**config.mk**
```make
export PLATFORM = sky130hd
export DESIGN_NAME = rcl_loader
export DESIGN_NICKNAME = d
export VERILOG_FILES = /design/src/logic/rcl_pkg.sv /design/src/logic/rcl_loader.sv /design/src/logic/rcl_unpack.sv
export SDC_FILE = /design/constraint.sdc
export NUM_CORES = 1
export LEC_CHECK = 0
export ABC_CLOCK_PERIOD_IN_PS = 3600
export BUFFER_PORTS_ARGS = -buffer_cell sky130_fd_sc_hd__buf_2
export CAP_MARGIN = 20
export CORE_MARGIN = 1.5
export CORE_UTILIZATION = 40
export CTS_BUF_LIST = sky130_fd_sc_hd__clkbuf_4 sky130_fd_sc_hd__clkbuf_8
export DETAILED_ROUTE_END_ITERATION = 10
export PLACE_DENSITY = 0.6
export REMOVE_ABC_BUFFERS = 1
export SETUP_SLACK_MARGIN = 0.4
export SLEW_MARGIN = 30
export SYNTH_ARGS = -nofsm -noshare
export SYNTH_HDL_FRONTEND = slang
export SYNTH_SLANG_ARGS = --single-unit
```
**constraint.sdc**
```tcl
create_clock -name mclk -period 3.6 [get_ports mclk]
set_clock_uncertainty 0.05 [all_clocks]
set_input_delay 0.18 -clock mclk [delete_from_list [all_inputs] [get_ports mclk]]
set_output_delay 0.18 -clock mclk [all_outputs]
set_load 0.05 [all_outputs]
```
**src/logic/rcl_pkg.sv**
```systemverilog
// Constants for the reset-time configuration word loader.
package rcl_pkg;

	// ----------------------------------------------------------------
	// Widths
	// ----------------------------------------------------------------
	localparam int ADDR_W = 24;
	localparam int WORD_W = 24;
	localparam int CFG_W  = 16;
	localparam int LOW_W  = 16;
	localparam int NREG   = 5;
	localparam int IDX_W  = 3;

	typedef logic [ADDR_W-1:0] rcl_addr_t;

	// ----------------------------------------------------------------
	// Address map
	// ----------------------------------------------------------------
	localparam rcl_addr_t CFG_BASE    = 24'hf80000;
	localparam rcl_addr_t CFG_SPACE_LO = 24'h800000;
	localparam rcl_addr_t CFG_STRIDE  = 24'h000002;
	localparam rcl_addr_t WORD2_DELTA = 24'h000002;

	// Word 1 address per memory size code 0..3, word 2 sits two bytes lower.
	localparam rcl_addr_t W1_ADDR_S0 = 24'h002bfe;
	localparam rcl_addr_t W1_ADDR_S1 = 24'h0057fe;
	localparam rcl_addr_t W1_ADDR_S2 = 24'h0083fe;
	localparam rcl_addr_t W1_ADDR_S3 = 24'h00abfe;

	// Value of an erased (unprogrammed) configuration register.
	localparam logic [CFG_W-1:0] CFG_ERASED = 16'hffff;

	// Flash read latency in cycles before rdata is valid.
	localparam int FLASH_LAT = 2;
	localparam logic [1:0] FLASH_LAT_C = 2'h2;

	typedef enum logic [2:0] {
		RCL_IDLE,
		RCL_REQ1,
		RCL_WAIT1,
		RCL_REQ2,
		RCL_WAIT2,
		RCL_DONE
	} rcl_state_e;

endpackage : rcl_pkg

```
**src/logic/rcl_loader.sv**
```systemverilog
// Reset-time loader that copies flash configuration words into volatile registers.
`timescale 1ns/1ps
module rcl_loader
	import rcl_pkg::*;
(
	input  wire logic                    mclk,
	input  wire logic                    rst_n,
	input  wire logic                    clk_en,
	input  wire logic [1:0]              mem_size,
	output logic                         flash_rd,
	output rcl_pkg::rcl_addr_t           flash_addr,
	input  wire logic [rcl_pkg::WORD_W-1:0] flash_rdata,
	input  wire logic                    tbl_rd,
	input  wire logic                    fetch_rd,
	input  wire rcl_pkg::rcl_addr_t      cpu_addr,
	output logic [rcl_pkg::CFG_W-1:0]    cfg_rdata,
	output logic                         cfg_hit,
	output logic                         access_err,
	output logic                         core_rst_n,
	output logic                         cfg_valid
);
	import rcl_pkg::*;

	// ----------------------------------------------------------------
	// State
	// ----------------------------------------------------------------
	typedef struct packed {
		rcl_state_e                state;
		logic [1:0]                lat;
		logic [LOW_W-1:0]          w1;
		logic [LOW_W-1:0]          w2;
		logic [NREG*CFG_W-1:0]     cfg;
		logic                      rd;
		rcl_addr_t                 addr;
		logic [CFG_W-1:0]          rdata;
		logic                      hit;
		logic                      err;
		logic                      core_n;
		logic                      valid;
	} rcl_st_s;

	rcl_st_s s_r;
	rcl_st_s s_nxt;

	logic [NREG*CFG_W-1:0] unpacked;
	rcl_addr_t             w1_addr;
	rcl_addr_t             rel;
	logic [IDX_W-1:0]      idx;

	rcl_unpack u_unpack (
		.word1_lo (s_r.w1),
		.word2_lo (s_r.w2),
		.cfg_flat (unpacked)
	);

	// ----------------------------------------------------------------
	// Source addresses
	// ----------------------------------------------------------------
	always_comb begin
		case (mem_size)
			2'h0: w1_addr = W1_ADDR_S0;
			2'h1: w1_addr = W1_ADDR_S1;
			2'h2: w1_addr = W1_ADDR_S2;
			default: w1_addr = W1_ADDR_S3;
		endcase
	end

	assign rel = cpu_addr - CFG_BASE;
	assign idx = rel[IDX_W:1];

	// ----------------------------------------------------------------
	// Next state
	// ----------------------------------------------------------------
	always_comb begin
		s_nxt = s_r;
		s_nxt.rd = 1'b0;
		s_nxt.hit = 1'b0;
		s_nxt.err = 1'b0;
		case (s_r.state)
			RCL_IDLE: begin
				s_nxt.state = RCL_REQ1;
			end
			RCL_REQ1: begin
				s_nxt.rd = 1'b1;
				s_nxt.addr = w1_addr;
				s_nxt.lat = FLASH_LAT_C;
				s_nxt.state = RCL_WAIT1;
			end
			RCL_WAIT1: begin
				if (s_r.lat != 2'h0) begin
					s_nxt.lat = s_r.lat - 2'h1;
				end else begin
					s_nxt.w1 = flash_rdata[LOW_W-1:0];
					s_nxt.state = RCL_REQ2;
				end
			end
			RCL_REQ2: begin
				s_nxt.rd = 1'b1;
				s_nxt.addr = w1_addr - WORD2_DELTA;
				s_nxt.lat = FLASH_LAT_C;
				s_nxt.state = RCL_WAIT2;
			end
			RCL_WAIT2: begin
				if (s_r.lat != 2'h0) begin
					s_nxt.lat = s_r.lat - 2'h1;
				end else begin
					s_nxt.w2 = flash_rdata[LOW_W-1:0];
					s_nxt.state = RCL_DONE;
				end
			end
			RCL_DONE: begin
				s_nxt.cfg = unpacked;
				s_nxt.valid = 1'b1;
				s_nxt.core_n = 1'b1;
				// Only table reads reach configuration space. They are refused until the copy
				// has landed, so an erased value never leaks out on the first done cycle.
				if (s_r.valid && tbl_rd && cpu_addr >= CFG_BASE && rel < NREG * CFG_STRIDE) begin
					s_nxt.hit = 1'b1;
					s_nxt.rdata = s_r.cfg[idx*CFG_W +: CFG_W];
				end
				if (fetch_rd && cpu_addr >= CFG_SPACE_LO) begin
					s_nxt.err = 1'b1;
				end
			end
			default: s_nxt.state = RCL_IDLE;
		endcase
	end

	// ----------------------------------------------------------------
	// Registers
	// ----------------------------------------------------------------
	// Reset reloads on every cause: the core is held and the registers read erased.
	always_ff @(posedge mclk) begin
		if (!rst_n) begin
			s_r.state  <= RCL_IDLE;
			s_r.lat    <= 2'h0;
			s_r.w1     <= CFG_ERASED;
			s_r.w2     <= CFG_ERASED;
			s_r.cfg    <= {NREG{CFG_ERASED}};
			s_r.rd     <= 1'b0;
			s_r.addr   <= '0;
			s_r.rdata  <= '0;
			s_r.hit    <= 1'b0;
			s_r.err    <= 1'b0;
			s_r.core_n <= 1'b0;
			s_r.valid  <= 1'b0;
		end else if (clk_en) begin
			s_r <= s_nxt;
		end
	end

	assign flash_rd   = s_r.rd;
	assign flash_addr = s_r.addr;
	assign cfg_rdata  = s_r.rdata;
	assign cfg_hit    = s_r.hit;
	assign access_err = s_r.err;
	assign core_rst_n = s_r.core_n;
	assign cfg_valid  = s_r.valid;
endmodule : rcl_loader

```
**src/logic/rcl_unpack.sv**
```systemverilog
// Unpacks the two low halves of the configuration words into five registers.
`timescale 1ns/1ps
module rcl_unpack
	import rcl_pkg::*;
(
	input  wire logic [rcl_pkg::LOW_W-1:0] word1_lo,
	input  wire logic [rcl_pkg::LOW_W-1:0] word2_lo,
	output logic [rcl_pkg::NREG*rcl_pkg::CFG_W-1:0] cfg_flat
);
	// Field spread is unspecified, so each of the first four registers takes one byte of packed data
	// padded with ones, keeping unused bits at the unprogrammed level.
	logic [4*8-1:0] bytes;
	assign bytes = {word2_lo, word1_lo};

	genvar g;
	generate
		for (g = 0; g < NREG; g++) begin : g_reg
			if (g < 4) begin : g_b
				assign cfg_flat[g*CFG_W +: CFG_W] = {8'hff, bytes[g*8 +: 8]};
			end else begin : g_x
				// Fifth location: combined bitwise AND of both words.
				assign cfg_flat[g*CFG_W +: CFG_W] = word1_lo & word2_lo;
			end
		end
	endgenerate
endmodule : rcl_unpack

```
==> impl_results.md <==
* Outcome: complete, but fails checks
* Violated checks: DRC
* Clock share of power at 34.9%
* Depth of the most critical reg-to-reg path at 6
* Element type at the critical path end: flip-flop
* Core Area at 0.0115 mm^2
* Maximum number of pins on one net before global-route repair at 51
* # nets final at roughly 700
* # rows at 39
* Internal power consumption at roughly 1.6 mW
* Number of storage elements in the synthesis netlist at 110
* Area fraction of the dominant cell type after synthesis at 46.3%
* Sequential power share at 55.9%
* Syn-to-layout area delta at 11.4%
* RR Startpoint: s_r[159]$_SDFFE_PN0P_
* Detail-routed via count per cell at roughly 5.0
* Later-pin clock latency in the skew report at 390 ps
* Number of clock sinks seen by CTS at 110
* Post-synth top area cell: sky130_fd_sc_hd__dfxtp_1
* Worst R2R Setup Slack at between 1500 and 2000 ps
* Antenna fix cells at 0
* Arrival time of data at the critical path endpoint at approximately 2300 ps
* CP Data Required Time at around 3800 ps
* Leak Pwr at 2.59 nW
* Met3 Resource Use GR at around 3.5%
* Placed cell count at 753
* Class of the most critical hold timing path: input pin to flip-flop
* Number of global-route vias before repair at 3682
* Overall Global Routing Usage at between 10% and 20%
* Net switching power at approximately 600 uW
* Category of the critical setup timing path: flip-flop to flip-flop
* Number of nets with antenna violations after detailed routing at 0
* Average routed wire per standard cell at around 14 um
* Setup TNS at 0 ps
* Fmax at 489 MHz
* Antenna violations before repair at 0
* Leading cell type in the layout, fill and taps excluded: sky130_fd_sc_hd__nand2_1
* Post-synthesis instance total at 598
* Number of failing setup endpoints in the final timing report at 0
* Crit start category: flip-flop
* I/O pins at 100
* Setup crit end: cfg_rdata[13]$_SDFFE_PN0P_
* Share of the yosys chip area belonging to registers at ~46%
* Horizontal die dimension at approximately 110 um
* Top area cells in the synthesized netlist: sky130_fd_sc_hd__dfxtp_1 (46%), sky130_fd_sc_hd__nand2_1 (13%), sky130_fd_sc_hd__nand3_1 (11%), sky130_fd_sc_hd__buf_4 (6.9%), sky130_fd_sc_hd__mux2i_1 (3.4%)
* Total clock buffers created by CTS at 9
* TritonCTS clock tree: yes
* DRC Markers at 11
* Finished layout cell area at roughly 0.0053 mm^2
* Die extent in y at 112 um
* Worst slack after detailed placement at around 1600 ps
* Post-layout worst setup margin at ~1600 ps
* Post-synth design cell area at between 0.004 and 0.005 mm^2
* Warnings from Yosys at 0
* RSZ-0062 raised after global routing: no
* Post-synth cell types at 38
* Share of synthesized flip-flops with an asynchronous set or reset at 0%
* Number of hold violations in the final report at 0
* Global Route met1 Usage at between 20% and 30%
* Global routing usage on met2 at a little under a third
* Top library cells by usage in the layout, fill and taps aside: sky130_fd_sc_hd__nand2_1 (160), sky130_fd_sc_hd__dfxtp_1 (110), sky130_fd_sc_hd__nand3_1 (103)
* Logic gate share of total power at under 10%
* Ratio of final minimum period to clock period at a little under three fifths
* Slew headroom at around 42%
* Power per Cell Area at 420 mW/mm^2
* Post-CTS Setup Inserts at 0
* Number of I/O port buffers at 81
* Critical-path maximum fanout at 33
* Maximum clock insertion buffer count at 2
* Layer with the highest usage: met2
* Max Slew Vio Count at 0
* Grt ovf at 0
* Post-Syn Area per Cell at between 7 and 8 um^2
* Number of DRC markers in iteration 0 at ~270
* Worst vdd ir at 0.202 mV
* Slew @ Worst Pin at between 800 and 900 ps
* Fill cell count at approximately 1200
* CTS root buf: sky130_fd_sc_hd__clkbuf_8
* Post-placement cell area at slightly below 0.005 mm^2
* Estimated wirelength of the detail-placed design at approximately 6700 um
* Total wire length at around 11000 um
* Placer Congestion at between 0.7 and 0.8
* Max-cap violations at 0
* H-tree depth at 3
* Number of enable flip-flop cells after synthesis at 0
* Crit path time final at roughly 2000 ps
* Dominant register cell in the synthesized netlist: sky130_fd_sc_hd__dfxtp_1
* Startpoint of the worst setup timing path: s_r[159]$_SDFFE_PN0P_
* Die footprint at 0.0126 mm^2
* Number of standard cells in the layout, taps in and fillers out at 786
* Layout cells sized above 1 at ~18%
* First-pass GRT wire length at 17700 um
* Crit Reg-Reg Endpoint: cfg_rdata[13]$_SDFFE_PN0P_
* Count of TritonRoute iterations in the first routing pass at 7
* Net Sw Frac at about a quarter
* Clock transition at the registers of the reported paths at approximately 100 ps
* Initial Utilization at between 40 and 50%
* Via count of the routed design at just under 4000
==> power groups by stage <==
stage | Clock [mW] | Combinational (mW) | Sequential, mW
after CTS | 0.798 | 0.206 | 1.24
after global placement | 0 | 0.188 | 1.27
after detailed placement | 0 | 0.191 | 1.27
after global routing | 0.849 | 0.223 | 1.25
after floorplan | 0 | 0.0795 | 1.30
final | 0.776 | 0.205 | 1.24
==> cells in the mapped netlist, types with 2 or more instances <==
master	instances
sky130_fd_sc_hd__nand2_1	160
sky130_fd_sc_hd__dfxtp_1	110
sky130_fd_sc_hd__nand3_1	103
sky130_fd_sc_hd__buf_4	44
sky130_fd_sc_hd__nor2_1	29
sky130_fd_sc_hd__clkbuf_1	26
sky130_fd_sc_hd__a21oi_1	19
sky130_fd_sc_hd__mux2i_1	16
sky130_fd_sc_hd__and3_1	10
sky130_fd_sc_hd__inv_1	9
sky130_fd_sc_hd__nor3_1	9
sky130_fd_sc_hd__buf_2	8
sky130_fd_sc_hd__a211oi_2	7
sky130_fd_sc_hd__o22ai_1	7
sky130_fd_sc_hd__ha_1	6
sky130_fd_sc_hd__o21ai_0	5
sky130_fd_sc_hd__and4b_1	3
sky130_fd_sc_hd__buf_1	3
sky130_fd_sc_hd__nor4_1	3
sky130_fd_sc_hd__nand4_1	2
sky130_fd_sc_hd__nor3_2	2
==> logic make-up (layout without fill, tap and decap cells) <==
kind of cell               after synthesis  in the layout  share of synthesized area (%)
and+or+nand+nor                        329            329                           31.1
DFF                                    110            110                           46.3
buffers and inverters                   91            128                           11.0
AOI/OAI and AO/OA                       43             43                           6.18
muxes                                   16             16                           3.36
adders and majority gates                7              7                           1.79
other                                    1              9                         0.0788
xor gates and xnor gates                 1              1                          0.184
==> flip-flops by register name (all words and copies together) (netlist names) <==
register and flops:
cfg_rdata 16, cfg_valid 1, s_r 85, flash_addr 5, access_err 1, cfg_hit 1
flash_rd 1
==> final cells by class <==
class                           instances  area (um^2)  share of cell area (%)
Clock buffer                           10          138                    2.60
Tap cell                              143          179                    3.38
Multi-Input combinational cell        405         2060                    38.9
Inverter                                9         33.8                   0.637
Clock inverter                          6         71.3                    1.35
Timing Repair Buffer                  103          613                    11.6
Sequential cell                       110         2200                    41.5
==> per-stage QoR <==
| stage | hold slack [ps] | util (%) | total power [mW] |
|---|---|---|---|
| 2_1_floorplan | 202 | - | 1.38 |
| 3_3_place_gp | 354 | 42.7 | 1.46 |
| 3_5_place_dp | 357 | 42.7 | 1.46 |
| 4_1_cts | 22.9 | 46.0 | 2.25 |
| 5_1_grt | 67.7 | 46.0 | 2.32 |
| 6_report | 33.9 | 46.0 | 2.22 |
==> metal layers <==
metal | up-vias | routed length, um
li1 | 2007 | -
met3 | 14 | 654
met5 | - | 0
met1 | 1821 | 4910
met2 | 115 | 4950
met4 | 0 | 168
==> worst min path at each step <==
stage	startpoint	end	slack, ps	depth (start not counted)
floorplan	rst_n	s_r[100]$_SDFFE_PN1P_	200	1
global placement	flash_rdata[4]	s_r[145]$_SDFFE_PN1P_	350	3
detailed placement	flash_rdata[11]	s_r[136]$_SDFFE_PN1P_	360	3
CTS	cpu_addr[23]	access_err$_SDFFE_PN0P_	20	3
global route	cpu_addr[23]	access_err$_SDFFE_PN0P_	70	3
finish	cpu_addr[23]	access_err$_SDFFE_PN0P_	30	3
==> what timing repair did <==
item	in CTS	in global routing
hold buffers	17	0
resized for setup	0	0
endpoints found under the hold margin	33	0
==> critical path, stage by stage (launching register included) <==
cell and delay [ps]:
sky130_fd_sc_hd__dfxtp_1 620, sky130_fd_sc_hd__and4b_1 330, sky130_fd_sc_hd__nand2_2 80, sky130_fd_sc_hd__nor3_4 160
sky130_fd_sc_hd__buf_4 380, sky130_fd_sc_hd__and3_1 240, sky130_fd_sc_hd__nor3_1 50
Power figures use the tool's default switching activity.
